--- src/logic/cplg_pkg.sv ---
// constants shared by the preset, capture and gate block of one counter channel
// assumes a 32-bit axi4-lite register bus and a single 40 MHz clock
package cplg_pkg;
    localparam int CPLG_DATA_W = 32;
    localparam int CPLG_ADDR_W = 8;
    // register byte addresses
    localparam logic [7:0] CPLG_ADDR_CTRL = 8'h00;
    localparam logic [7:0] CPLG_ADDR_CONFIG = 8'h04;
    localparam logic [7:0] CPLG_ADDR_PRESET = 8'h08;
    localparam logic [7:0] CPLG_ADDR_STATUS = 8'h0c;
    localparam logic [7:0] CPLG_ADDR_COUNTER = 8'h10;
    localparam logic [7:0] CPLG_ADDR_LATCH = 8'h14;
    localparam logic [7:0] CPLG_ADDR_LIMIT_LO = 8'h18;
    localparam logic [7:0] CPLG_ADDR_LIMIT_HI = 8'h1c;
    // control register bits
    localparam int CPLG_CTRL_LATCH_POS = 0;
    localparam int CPLG_CTRL_SET_COUNTER = 1;
    localparam int CPLG_CTRL_LATCH_NEG = 2;
    localparam int CPLG_CTRL_SW_GATE = 3;
    localparam int CPLG_CTRL_PRESET_POS = 4;
    localparam int CPLG_CTRL_PRESET_NEG = 5;
    localparam int CPLG_CTRL_W = 6;
    // config register fields
    localparam int CPLG_CFG_GATE_LSB = 0;
    localparam int CPLG_CFG_CONT_LATCH = 2;
    localparam int CPLG_CFG_W = 3;
    localparam logic [1:0] CPLG_GATE_OFF = 2'h0;
    localparam logic [1:0] CPLG_GATE_HIGH = 2'h1;
    localparam logic [1:0] CPLG_GATE_LOW = 2'h2;
    // status register bits
    localparam int CPLG_ST_LATCH_VALID = 0;
    localparam int CPLG_ST_PRESET_DONE = 1;
    localparam int CPLG_ST_GATE_LEVEL = 2;
    localparam int CPLG_ST_LATCH_LEVEL = 3;
    localparam int CPLG_ST_SW_GATE_VALID = 4;
    localparam int CPLG_ST_OUT_OF_RANGE = 5;
    localparam int CPLG_ST_LOCKED = 6;
    // reset values
    localparam logic [31:0] CPLG_RST_ZERO = 32'h0000_0000;
    localparam logic [31:0] CPLG_RST_LIMIT_HI = 32'hffff_ffff;
    // axi responses
    localparam logic [1:0] CPLG_RESP_OKAY = 2'h0;
    localparam logic [1:0] CPLG_RESP_SLVERR = 2'h2;

    typedef enum logic [3:0] {
        CPLG_PRE_IDLE = 4'h1,
        CPLG_PRE_WAIT_POS = 4'h2,
        CPLG_PRE_WAIT_NEG = 4'h4,
        CPLG_PRE_DONE = 4'h8
    } cplg_preset_type;
endpackage

--- src/logic/cplg_top.sv ---
// preset, capture and gate control around one incremental counter channel
// assumes count pulses already decoded and the gate/latch pin asynchronous
// How it works
// - software set command loads preset into counter
// - any preset load raises preset-done flag
// - preset-done drops once all preset commands clear
// - edge arm bits load preset at chosen edge
// - only first armed preset trigger acts
// - same-edge preset loads before gate locks counting
// - latch arm bits choose rising/falling capture edge
// - capture copies counter into latch value register
// - every capture sets latch-valid flag
// - single mode ignores edges until valid clears
// - continuous mode captures every selected edge
// - in single mode only first capture command honoured until cleared
// - status shows external latch input level
// - same-edge capture stores before gate locks counting
// - gate field: off, lock high, lock low
// - gating off still allows capture from input
// - status shows gate/latch input level
// - out-of-limit preset applied and flagged
// - software gate holds counter and reports valid
`timescale 1ns/1ps
module cplg_top
    import cplg_pkg::*;
(
    input wire logic clk,
    input wire logic reset,
    input wire logic gate_latch_in,
    input wire logic count_up,
    input wire logic count_down,
    input wire logic [7:0] s_axi_awaddr,
    input wire logic s_axi_awvalid,
    output logic s_axi_awready,
    input wire logic [31:0] s_axi_wdata,
    input wire logic [3:0] s_axi_wstrb,
    input wire logic s_axi_wvalid,
    output logic s_axi_wready,
    output logic [1:0] s_axi_bresp,
    output logic s_axi_bvalid,
    input wire logic s_axi_bready,
    input wire logic [7:0] s_axi_araddr,
    input wire logic s_axi_arvalid,
    output logic s_axi_arready,
    output logic [31:0] s_axi_rdata,
    output logic [1:0] s_axi_rresp,
    output logic s_axi_rvalid,
    input wire logic s_axi_rready,
    output logic counter_locked
);

    function automatic logic [31:0] cplg_merge(input logic [31:0] old_v,
                                               input logic [31:0] new_v,
                                               input logic [3:0] strb);
        logic [31:0] res;
        res = old_v;
        for (int i = 0; i < 4; i++) begin
            if (strb[i]) begin
                res[i*8 +: 8] = new_v[i*8 +: 8];
            end
        end
        return res;
    endfunction

    ////////////////////////////////////////////////////////////////////////////
    // input synchroniser and edge detection

    logic sync1_reg, sync2_reg, prev_reg;
    logic gl_rise, gl_fall;

    always_ff @(posedge clk) begin
        if (reset) begin
            sync1_reg <= 1'b0;
            sync2_reg <= 1'b0;
            prev_reg <= 1'b0;
        end else begin
            sync1_reg <= gate_latch_in;
            sync2_reg <= sync1_reg;
            prev_reg <= sync2_reg;
        end
    end
    assign gl_rise = sync2_reg & ~prev_reg;
    assign gl_fall = ~sync2_reg & prev_reg;

    ////////////////////////////////////////////////////////////////////////////
    // register bus

    logic [CPLG_CTRL_W-1:0] ctrl_reg, ctrl_prev_reg;
    logic [CPLG_CFG_W-1:0] cfg_reg;
    logic [31:0] preset_reg, limit_lo_reg, limit_hi_reg;
    logic [31:0] counter_reg, latch_value_reg;
    logic [7:0] aw_addr_reg;
    logic [31:0] w_data_reg;
    logic [3:0] w_strb_reg;
    logic aw_have_reg, w_have_reg;
    logic do_write;
    logic [31:0] status_word;
    logic latch_valid_reg, out_of_range_reg;
    cplg_preset_type preset_st;

    assign do_write = aw_have_reg & w_have_reg & ~s_axi_bvalid;

    always_ff @(posedge clk) begin
        if (reset) begin
            s_axi_awready <= 1'b1;
            s_axi_wready <= 1'b1;
            aw_have_reg <= 1'b0;
            w_have_reg <= 1'b0;
            aw_addr_reg <= CPLG_RST_ZERO[7:0];
            w_data_reg <= CPLG_RST_ZERO;
            w_strb_reg <= CPLG_RST_ZERO[3:0];
            s_axi_bvalid <= 1'b0;
            s_axi_bresp <= CPLG_RESP_OKAY;
        end else begin
            if (s_axi_awvalid && s_axi_awready) begin
                aw_addr_reg <= s_axi_awaddr;
                aw_have_reg <= 1'b1;
                s_axi_awready <= 1'b0;
            end
            if (s_axi_wvalid && s_axi_wready) begin
                w_data_reg <= s_axi_wdata;
                w_strb_reg <= s_axi_wstrb;
                w_have_reg <= 1'b1;
                s_axi_wready <= 1'b0;
            end
            if (do_write) begin
                aw_have_reg <= 1'b0;
                w_have_reg <= 1'b0;
                s_axi_bvalid <= 1'b1;
                if (aw_addr_reg == CPLG_ADDR_CTRL || aw_addr_reg == CPLG_ADDR_CONFIG ||
                    aw_addr_reg == CPLG_ADDR_PRESET || aw_addr_reg == CPLG_ADDR_LIMIT_LO ||
                    aw_addr_reg == CPLG_ADDR_LIMIT_HI) begin
                    s_axi_bresp <= CPLG_RESP_OKAY;
                end else begin
                    s_axi_bresp <= CPLG_RESP_SLVERR;
                end
            end
            if (s_axi_bvalid && s_axi_bready) begin
                s_axi_bvalid <= 1'b0;
                s_axi_awready <= 1'b1;
                s_axi_wready <= 1'b1;
            end
        end
    end

    logic [31:0] ctrl_merged, cfg_merged;

    assign ctrl_merged = cplg_merge({26'h0, ctrl_reg}, w_data_reg, w_strb_reg);
    assign cfg_merged = cplg_merge({29'h0, cfg_reg}, w_data_reg, w_strb_reg);

    // writable registers; command bits only change through the bus
    always_ff @(posedge clk) begin
        if (reset) begin
            ctrl_reg <= CPLG_RST_ZERO[CPLG_CTRL_W-1:0];
            cfg_reg <= CPLG_RST_ZERO[CPLG_CFG_W-1:0];
            preset_reg <= CPLG_RST_ZERO;
            limit_lo_reg <= CPLG_RST_ZERO;
            limit_hi_reg <= CPLG_RST_LIMIT_HI;
        end else if (do_write) begin
            if (aw_addr_reg == CPLG_ADDR_CTRL) begin
                ctrl_reg <= ctrl_merged[CPLG_CTRL_W-1:0];
            end else if (aw_addr_reg == CPLG_ADDR_CONFIG) begin
                cfg_reg <= cfg_merged[CPLG_CFG_W-1:0];
            end else if (aw_addr_reg == CPLG_ADDR_PRESET) begin
                preset_reg <= cplg_merge(preset_reg, w_data_reg, w_strb_reg);
            end else if (aw_addr_reg == CPLG_ADDR_LIMIT_LO) begin
                limit_lo_reg <= cplg_merge(limit_lo_reg, w_data_reg, w_strb_reg);
            end else if (aw_addr_reg == CPLG_ADDR_LIMIT_HI) begin
                limit_hi_reg <= cplg_merge(limit_hi_reg, w_data_reg, w_strb_reg);
            end
        end
    end

    always_comb begin
        status_word = CPLG_RST_ZERO;
        status_word[CPLG_ST_LATCH_VALID] = latch_valid_reg;
        status_word[CPLG_ST_PRESET_DONE] = (preset_st == CPLG_PRE_DONE);
        status_word[CPLG_ST_GATE_LEVEL] = sync2_reg;
        status_word[CPLG_ST_LATCH_LEVEL] = sync2_reg;
        status_word[CPLG_ST_SW_GATE_VALID] = ctrl_reg[CPLG_CTRL_SW_GATE];
        status_word[CPLG_ST_OUT_OF_RANGE] = out_of_range_reg;
        status_word[CPLG_ST_LOCKED] = counter_locked;
    end

    always_ff @(posedge clk) begin
        if (reset) begin
            s_axi_arready <= 1'b1;
            s_axi_rvalid <= 1'b0;
            s_axi_rdata <= CPLG_RST_ZERO;
            s_axi_rresp <= CPLG_RESP_OKAY;
        end else if (s_axi_arvalid && s_axi_arready) begin
            s_axi_arready <= 1'b0;
            s_axi_rvalid <= 1'b1;
            s_axi_rresp <= CPLG_RESP_OKAY;
            if (s_axi_araddr == CPLG_ADDR_CTRL) begin
                s_axi_rdata <= {26'h0, ctrl_reg};
            end else if (s_axi_araddr == CPLG_ADDR_CONFIG) begin
                s_axi_rdata <= {29'h0, cfg_reg};
            end else if (s_axi_araddr == CPLG_ADDR_PRESET) begin
                s_axi_rdata <= preset_reg;
            end else if (s_axi_araddr == CPLG_ADDR_STATUS) begin
                s_axi_rdata <= status_word;
            end else if (s_axi_araddr == CPLG_ADDR_COUNTER) begin
                s_axi_rdata <= counter_reg;
            end else if (s_axi_araddr == CPLG_ADDR_LATCH) begin
                s_axi_rdata <= latch_value_reg;
            end else if (s_axi_araddr == CPLG_ADDR_LIMIT_LO) begin
                s_axi_rdata <= limit_lo_reg;
            end else if (s_axi_araddr == CPLG_ADDR_LIMIT_HI) begin
                s_axi_rdata <= limit_hi_reg;
            end else begin
                s_axi_rdata <= CPLG_RST_ZERO;
                s_axi_rresp <= CPLG_RESP_SLVERR;
            end
        end else if (s_axi_rvalid && s_axi_rready) begin
            s_axi_rvalid <= 1'b0;
            s_axi_arready <= 1'b1;
        end
    end

    ////////////////////////////////////////////////////////////////////////////
    // preset sequencing

    logic set_cmd, pre_pos_cmd, pre_neg_cmd, lat_pos_cmd, lat_neg_cmd;
    logic set_rise, pre_pos_rise, pre_neg_rise, lat_cmd_rise, preset_fire;

    assign set_cmd = ctrl_reg[CPLG_CTRL_SET_COUNTER];
    assign pre_pos_cmd = ctrl_reg[CPLG_CTRL_PRESET_POS];
    assign pre_neg_cmd = ctrl_reg[CPLG_CTRL_PRESET_NEG];
    assign lat_pos_cmd = ctrl_reg[CPLG_CTRL_LATCH_POS];
    assign lat_neg_cmd = ctrl_reg[CPLG_CTRL_LATCH_NEG];

    always_ff @(posedge clk) begin
        if (reset) begin
            ctrl_prev_reg <= CPLG_RST_ZERO[CPLG_CTRL_W-1:0];
        end else begin
            ctrl_prev_reg <= ctrl_reg;
        end
    end
    // a held command acts once; it must drop and rise again to act anew
    assign set_rise = set_cmd & ~ctrl_prev_reg[CPLG_CTRL_SET_COUNTER];
    assign pre_pos_rise = pre_pos_cmd & ~ctrl_prev_reg[CPLG_CTRL_PRESET_POS];
    assign pre_neg_rise = pre_neg_cmd & ~ctrl_prev_reg[CPLG_CTRL_PRESET_NEG];
    assign lat_cmd_rise = (lat_pos_cmd & ~ctrl_prev_reg[CPLG_CTRL_LATCH_POS]) |
                          (lat_neg_cmd & ~ctrl_prev_reg[CPLG_CTRL_LATCH_NEG]);

    // simultaneous arming: software set beats rising edge beats falling edge
    assign preset_fire = (preset_st == CPLG_PRE_IDLE && set_rise) ||
        (preset_st == CPLG_PRE_WAIT_POS && pre_pos_cmd && gl_rise) ||
        (preset_st == CPLG_PRE_WAIT_NEG && pre_neg_cmd && gl_fall);

    always_ff @(posedge clk) begin
        if (reset) begin
            preset_st <= CPLG_PRE_IDLE;
        end else begin
            case (preset_st)
                CPLG_PRE_IDLE: begin
                    if (set_rise) begin
                        preset_st <= CPLG_PRE_DONE;
                    end else if (pre_pos_rise) begin
                        preset_st <= CPLG_PRE_WAIT_POS;
                    end else if (pre_neg_rise) begin
                        preset_st <= CPLG_PRE_WAIT_NEG;
                    end
                end
                CPLG_PRE_WAIT_POS: begin
                    if (preset_fire) begin
                        preset_st <= CPLG_PRE_DONE;
                    end else if (!pre_pos_cmd) begin
                        preset_st <= CPLG_PRE_IDLE;
                    end
                end
                CPLG_PRE_WAIT_NEG: begin
                    if (preset_fire) begin
                        preset_st <= CPLG_PRE_DONE;
                    end else if (!pre_neg_cmd) begin
                        preset_st <= CPLG_PRE_IDLE;
                    end
                end
                CPLG_PRE_DONE: begin
                    if (!set_cmd && !pre_pos_cmd && !pre_neg_cmd) begin
                        preset_st <= CPLG_PRE_IDLE;
                    end
                end
                default: begin
                    preset_st <= CPLG_PRE_IDLE;
                end
            endcase
        end
    end

    ////////////////////////////////////////////////////////////////////////////
    // capture

    logic latch_armed_reg, cap_edge, cap_now, cont_mode;

    assign cont_mode = cfg_reg[CPLG_CFG_CONT_LATCH];
    // capture works whatever the gate mode is
    assign cap_edge = (lat_pos_cmd & gl_rise) | (lat_neg_cmd & gl_fall);
    assign cap_now = cap_edge & (cont_mode | latch_armed_reg);

    always_ff @(posedge clk) begin
        if (reset) begin
            latch_armed_reg <= 1'b0;
            latch_valid_reg <= 1'b0;
            latch_value_reg <= CPLG_RST_ZERO;
        end else begin
            if (!lat_pos_cmd && !lat_neg_cmd) begin
                latch_armed_reg <= 1'b0;
                latch_valid_reg <= 1'b0;
            end else if (cap_now) begin
                latch_armed_reg <= 1'b0;
                latch_valid_reg <= 1'b1;
            end else if (lat_cmd_rise && !latch_valid_reg) begin
                latch_armed_reg <= 1'b1;
            end
            if (cap_now) begin
                latch_value_reg <= counter_reg;
            end
        end
    end

    ////////////////////////////////////////////////////////////////////////////
    // gate and counter

    logic lock_now;

    always_comb begin
        lock_now = ctrl_reg[CPLG_CTRL_SW_GATE];
        if (cfg_reg[CPLG_CFG_GATE_LSB +: 2] == CPLG_GATE_HIGH) begin
            lock_now = lock_now | sync2_reg;
        end else if (cfg_reg[CPLG_CFG_GATE_LSB +: 2] == CPLG_GATE_LOW) begin
            lock_now = lock_now | ~sync2_reg;
        end
    end

    // preset and capture use the pre-edge count, so they win over the lock
    always_ff @(posedge clk) begin
        if (reset) begin
            counter_reg <= CPLG_RST_ZERO;
            counter_locked <= 1'b0;
        end else begin
            counter_locked <= lock_now;
            if (preset_fire) begin
                counter_reg <= preset_reg;
            end else if (!lock_now && count_up && !count_down) begin
                counter_reg <= counter_reg + 32'h1;
            end else if (!lock_now && count_down && !count_up) begin
                counter_reg <= counter_reg - 32'h1;
            end
        end
    end

    // no clamp on a preset: out-of-limit values stand and are only flagged
    always_ff @(posedge clk) begin
        if (reset) begin
            out_of_range_reg <= 1'b0;
        end else begin
            out_of_range_reg <= (counter_reg < limit_lo_reg) ||
                                (counter_reg > limit_hi_reg);
        end
    end
endmodule

--- config.mk ---
export PLATFORM = sky130hd
export DESIGN_NAME = cplg_top
export DESIGN_NICKNAME = d
export VERILOG_FILES = /design/src/logic/cplg_pkg.sv /design/src/logic/cplg_top.sv
export SDC_FILE = /design/constraint.sdc
export NUM_CORES = 1
export LEC_CHECK = 0
export BUFFER_PORTS_ARGS = -buffer_cell sky130_fd_sc_hd__buf_2
export CAP_MARGIN = 20
export CELL_PAD_IN_SITES_DETAIL_PLACEMENT = 1
export CELL_PAD_IN_SITES_GLOBAL_PLACEMENT = 2
export CORE_ASPECT_RATIO = 2
export CORE_UTILIZATION = 37
export DETAILED_ROUTE_END_ITERATION = 8
export HOLD_SLACK_MARGIN = 0.02
export PLACE_DENSITY_LB_ADDON = 0.1
export SLEW_MARGIN = 20
export SYNTH_ARGS = -nofsm -noshare
export SYNTH_HDL_FRONTEND = slang
export SYNTH_SLANG_ARGS = --single-unit
--- constraint.sdc ---
create_clock -name clk -period 4.46 [get_ports clk]
set_input_delay 0.669 -clock clk [delete_from_list [all_inputs] [get_ports clk]]
set_output_delay 0.669 -clock clk [all_outputs]
set_load 0.01 [all_outputs]
# Word-level counts from Yosys, hierarchy flattened
# Cells that the tools add are included.
totals:
  mem_bits_rw: 0
  latchBits: 0
  mem_bits_ro: 0
  memories: 0
  register_bits: 273
  inputBits: 62
classes:
  multipliers: 0
  shifts: 0
  magnitude_cmp: 2
  n_reduce_logical: 57
  n_bitwise: 29
  muxes: 35
  div: 0
  n_eq_ne: 21
  n_addsub: 2
ops:
  columns: ["operator", "count"]
  rows:
  - ["32-bit 2-to-1 mux", 11]
  - ["8-bit by 5-bit == test with 1-bit output, second input constant", 6]
  - ["32-bit by 1-bit adder with 32-bit output, second input constant", 1]
  - ["32-bit > comparator", 1]
  - ["32-bit < comparator", 1]
  - ["4-bit 2-to-1 mux", 8]
  - ["32-bit by 1-bit subtractor with 32-bit output, second input constant", 1]
  - ["7-bit AND reduction", 4]
  - ["8-bit by 4-bit == test with 1-bit output, second input constant", 3]
  - ["6-bit AND reduction", 4]
  - ["5-bit AND reduction", 4]
  - ["1-bit logical AND", 18]
  - ["2-bit 2-to-1 mux", 9]
  - ["8-bit by 3-bit == test with 1-bit output, second input constant", 2]
  - ["8-bit logical NOT", 2]
  - ["4-bit case mux with 4 select lines", 1]
  - ["1-bit bitwise AND", 12]
  - ["1-bit NOT", 12]
  - ["1-bit logical NOT", 9]
  - ["4-bit AND reduction", 2]
  - ["1-bit logical OR", 7]
  - ["1-bit 2-to-1 mux", 6]
  - ["3-bit inequality test, second input constant", 2]
  - ["2-bit OR reduction", 3]
  - ["other kinds (13)", 17]

# Depth between registers and ports, before layout
logic_depth:
  depth_word: 10
  ltp_mapped: 13
  depth_no_buf: 13

# Least setup slack after synthesis
# OpenSTA, ideal clock, no wires.
synth_timing:
  path_kind: "input -> register"
  from: "input count_down"
  to: "register counter_reg[26]"
  setup_slack_ns: 0.927
  setup_ns: 0.116
  required_ns: 4.344
  n_path_buf: 0
  t_arrival_ns: 3.417
  cell_stages: 11
  cell_sequence: "and3b_1 -> inv_1 -> ha_1 -> nor2b_4 -> o31a_1 -> o31ai_2 -> nand3_2 -> a21boi_4 -> o21ai_2 -> or4_1 -> and3_1"
synth_between:
  elab_chain_cells: 4
  word_cells_on_any_way: 7
  cone_classes: "2 x mux; 5 x reduce/logical"
synth_lines:
  columns: ["element", "line", "rtl"]
  rows:
  - ["from (decl)", "cplg_top.sv:31", "input wire logic count_down,"]
  - ["1-bit logical NOT", "cplg_top.sv:346", "end else if (!lock_now && count_up && !count_down) begin"]
  - ["1-bit logical AND", "cplg_top.sv:346", null]
  - ["32-bit 2-to-1 mux", "cplg_top.sv:346", null]
  - ["32-bit 2-to-1 mux", "cplg_top.sv:344", "if (preset_fire) begin"]
  - ["to (signal assigned)", "cplg_top.sv:345", "counter_reg <= preset_reg;"]
  - ["to (signal assigned)", "cplg_top.sv:347", "counter_reg <= counter_reg + 32'h1;"]
  - ["to (signal assigned)", "cplg_top.sv:349", "counter_reg <= counter_reg - 32'h1;"]
  - ["to (decl)", "cplg_top.sv:91", "logic [31:0] counter_reg, latch_value_reg;"]
# Several ways; a longest one is shown, not always the timed one.
# A chain may end at the register's enable or synchronous reset.

# Worst setup path in the final report
layout_timing:
  from: "register cfg_reg[1]"
  to: "register counter_reg[26]"
layout_between:
  elab_chain_cells: 8
  word_cells_on_any_way: 12
  cone_classes: "2 x eq/ne; 4 x mux; 6 x reduce/logical"
layout_lines:
  columns: ["element", "line", "rtl"]
  rows:
  - ["from (decl)", "cplg_top.sv:89", "logic [CPLG_CFG_W-1:0] cfg_reg;"]
  - ["from (signal assigned)", "cplg_top.sv:155", "cfg_reg <= CPLG_RST_ZERO[CPLG_CFG_W-1:0];"]
  - ["from (signal assigned)", "cplg_top.sv:163", "cfg_reg <= cfg_merged[CPLG_CFG_W-1:0];"]
  - ["2-bit == test", "cplg_top.sv:332", "end else if (cfg_reg[CPLG_CFG_GATE_LSB +: 2] == CPLG_GATE_LOW) begin"]
  - ["1-bit 2-to-1 mux", "cplg_top.sv:332", null]
  - ["1-bit 2-to-1 mux *", "cplg_top.sv:330", "if (cfg_reg[CPLG_CFG_GATE_LSB +: 2] == CPLG_GATE_HIGH) begin"]
  - ["1-bit logical NOT *", "cplg_top.sv:346, cplg_top.sv:348", null]
  - ["1-bit logical AND (2 in a row)", "cplg_top.sv:346", null]
  - ["32-bit 2-to-1 mux", "cplg_top.sv:346", null]
  - ["32-bit 2-to-1 mux", "cplg_top.sv:344", null]
# Every way passes the cells marked *; elsewhere a longest branch is shown, timed or not.

==> metrics.md <==
| Metric | Value |
|---|---|
| Status | finished clean |
| Post-synth top area share | 0.374 |
| # diodes | 0 |
| Top-count cell post-synth | dfxtp_1 |
| Dpl ws | 0.401 ns |
| Cts hold-fix bufs | 0 |
| Setup TNS | 0 ns |
| Vias per cell | 5.54 |
| # Post-CTS Setup Buffers | 0 |
| Min cycle time layout | 4.09 ns |
| Static leakage | 7.37 nW |
| Crit Path Max Fanout | 20 |
| Clock power frac | 0.333 |
| Crit path cell chain | and3b_1 > nor3_2 > and3b_1 > inv_1 > buf_4 > ha_1 > and3_4 > a21oi_1 > o21ai_0 > a211oi_2 > a21boi_4 > o21ai_2 > or4_1 > and3_1 |
| Fmax | 244 MHz |
| Root Driver | clkbuf_16 |
| Reg power frac | 0.367 |
| CP endpoint kind | flip-flop |
| CP required | 4.93 ns |
| Distinct cell type count after synthesis | 83 |
| Post-Synthesis Cell Area | 14500 um2 |
| Vias in the first global route | 13800 |
| Most instantiated cells after synthesis | dfxtp_1 (270), nor2_1 (251), nand2_1 (231) |
| Final period util | 0.917 |
| Synthesis-stage register bit count | 270 |
| Post-cts gate resize count | 0 |
| Post-synth top area cell | dfxtp_1 |
| # nets final | 1959 |
| Max VDD drop | 0.296 mV |
| Fill cells | 4633 |
| Drt wl/cell | 22.1 um |
| IO Pins | 104 |
| Ys async rst share | 0 |
| Maxcap violations | 0 |
| Inserted Clock Buffers | 27 |
| Critical path class | flip-flop to flip-flop |
| RSZ-0062 raised after global routing | no |
| First-pass GRT wire length | 79500 um |
| CP startpoint kind | flip-flop |
| Share of total power in combinational logic | 0.301 |
| Final core utilization | 0.425 |
| Clock transition at path regs | 0.07 ns |
| Worst hold path type | primary input to flip-flop |
| Crit path max-delay family | simple AND/OR/NAND/NOR gates |
| Worst skew pair latency | 0.57 ns |
| First-pass DRT Iterations | 5 |
| Final hold violations | 0 |
| Total track usage | 0.264 |
| Critical path's slowest cell | or4_1 |
| Initial core utilization | 0.374 |
| Syn avg cell area | 8.30 um2 |
| Slew HR | 0.315 |
| Clk_skew | 0.0217 ns |
| Psw | 2.68 mW |
| Placed insts | 2293 |
| Iter 0 DRT Violations | 518 |
| IO buf count | 101 |
| Dpl hpwl | 38600 um |
| Most used DFF post-synth | dfxtp_1 |
| Cell row count | 102 |
| Post-synth EDFFs | 0 |
| Post-Layout Cell Count | 2341 |
| Area Growth Syn to Fin | 13.8% |
| YS warnings | 0 |
| Pwr Total | 7.77 mW |
| Internal | 5.08 mW |
| Residual DRC | 0 |
| CTS tree | done |
| Die W | 142 um |
| RePlAce Congestion | 0.912 |
| Area contributors post-synth | dfxtp_1 (37%), ha_1 (8.1%), mux2i_1 (6.6%) |
| Clock Path Buffers | 3 |
| Post-route design area | 16400 um2 |
| Layout cells sized above 1 | 0.129 |
| Final WL | 51700 um |
| Mapped Cells | 1742 |
| Num Clock Sinks | 270 |
| Measured slew at the worst slew-check pin | 1.03 ns |
| CORE AREA | 38700 um2 |
| CTS H-tree depth | 1 |
| Final setup fails | 0 |
| Critical Path Most Common Cell | and3b_1 |
| Slew Limit Fails | 0 |
| Dpl cell area | 15500 um2 |
| CP arrival | 4.56 ns |
| Cell area power density | 472 nW/um2 |
| Initial antenna violation count | 0 |
| Die H | 282 um |
| Register area share after synthesis | 0.374 |
| Worst path max stage delay | 0.41 ns |
| Setup ws final | 0.368 ns |
| GRT overflow | 0 |
| Largest net degree at the start of global routing | 108 |
| Switching share of power | 0.346 |
| Buf/Inv on CP | 2 |
| Hold WS | 0.326 ns |
| Antenna Nets Post-Route | 0 |
| Die ar. | 39900 um2 |
| Via count | 13000 |
per-layer routing:
| metal | part of all wire | up-vias | global-route usage |
|---|---|---|---|
| met4 | 0.056 | 0 | 0.144 |
| li1 | - | 6242 | - |
| met3 | 0.028 | 119 | 0.0250 |
| met5 | 0 | - | 0 |
| met2 | 0.53 | 241 | 0.495 |
| met1 | 0.39 | 6364 | 0.287 |
power groups by stage:
stage	Sequential, mW	Clock (mW)	Combinational, mW
floorplan	2.76	0	1.72
global placement	2.90	0	2.29
detailed placement	2.90	0	2.32
CTS	2.85	2.64	2.34
global route	2.87	2.73	2.60
finish	2.85	2.58	2.34
cell families after synthesis:
kind of cell	Yosys count	share of synthesized area
xor+xnor	17	0.0103
fa+ha+maj	95	0.0827
flops	270	0.374
compound gates	408	0.185
mux	114	0.0946
buf+inv	179	0.0495
simple gates	658	0.204
other cells	1	0.000259
worst paths after layout:
check,startpoint,endpoint,slack (ns),depth (start not counted)
worst min register to register,aw_addr_reg[5],aw_addr_reg[5],0.45,2
worst max-delay path,cfg_reg[1],counter_reg[26],0.37,14
worst min-delay path,gate_latch_in,sync1_reg,0.33,2
worst max register to register,cfg_reg[1],counter_reg[26],0.37,14
layout by cell type (no fill, tap or decap), types with 26 or more instances in the layout:
| cell type | n |
|---|---|
| nor2_1 | 251 |
| nand3_1 | 26 |
| a21oi_1 | 177 |
| buf_2 | 100 |
| a21o_1 | 28 |
| o21ai_0 | 43 |
| clkbuf_16 | 27 |
| a211o_1 | 34 |
| nor3_1 | 38 |
| inv_1 | 82 |
| ha_1 | 94 |
| dfxtp_1 | 270 |
| nand2_1 | 231 |
| mux2i_1 | 95 |
worst reg2reg max path, cell delays in order (launching register included):
cell and delay, ns:
dfxtp_1 0.38, and3b_1 0.20, nor3_2 0.26, and3b_1 0.33, inv_1 0.27, buf_4 0.31, ha_1 0.40, and3_4 0.22
a21oi_1 0.12, o21ai_0 0.17, a211oi_2 0.31, a21boi_4 0.32, o21ai_2 0.12, or4_1 0.41, and3_1 0.18
final cells by class:
| type | count | area (um2) | share of cell area |
|---|---|---|---|
| Sequential cell | 270 | 5410 | 0.329 |
| Clock buffer | 40 | 825 | 0.0501 |
| Clock inverter | 8 | 168 | 0.0102 |
| Tap cell | 520 | 651 | 0.0396 |
| Timing Repair Buffer | 127 | 722 | 0.0439 |
| Inverter | 82 | 308 | 0.0187 |
| Multi-Input combinational cell | 1294 | 8370 | 0.509 |
(Power assumes the default switching activity.)
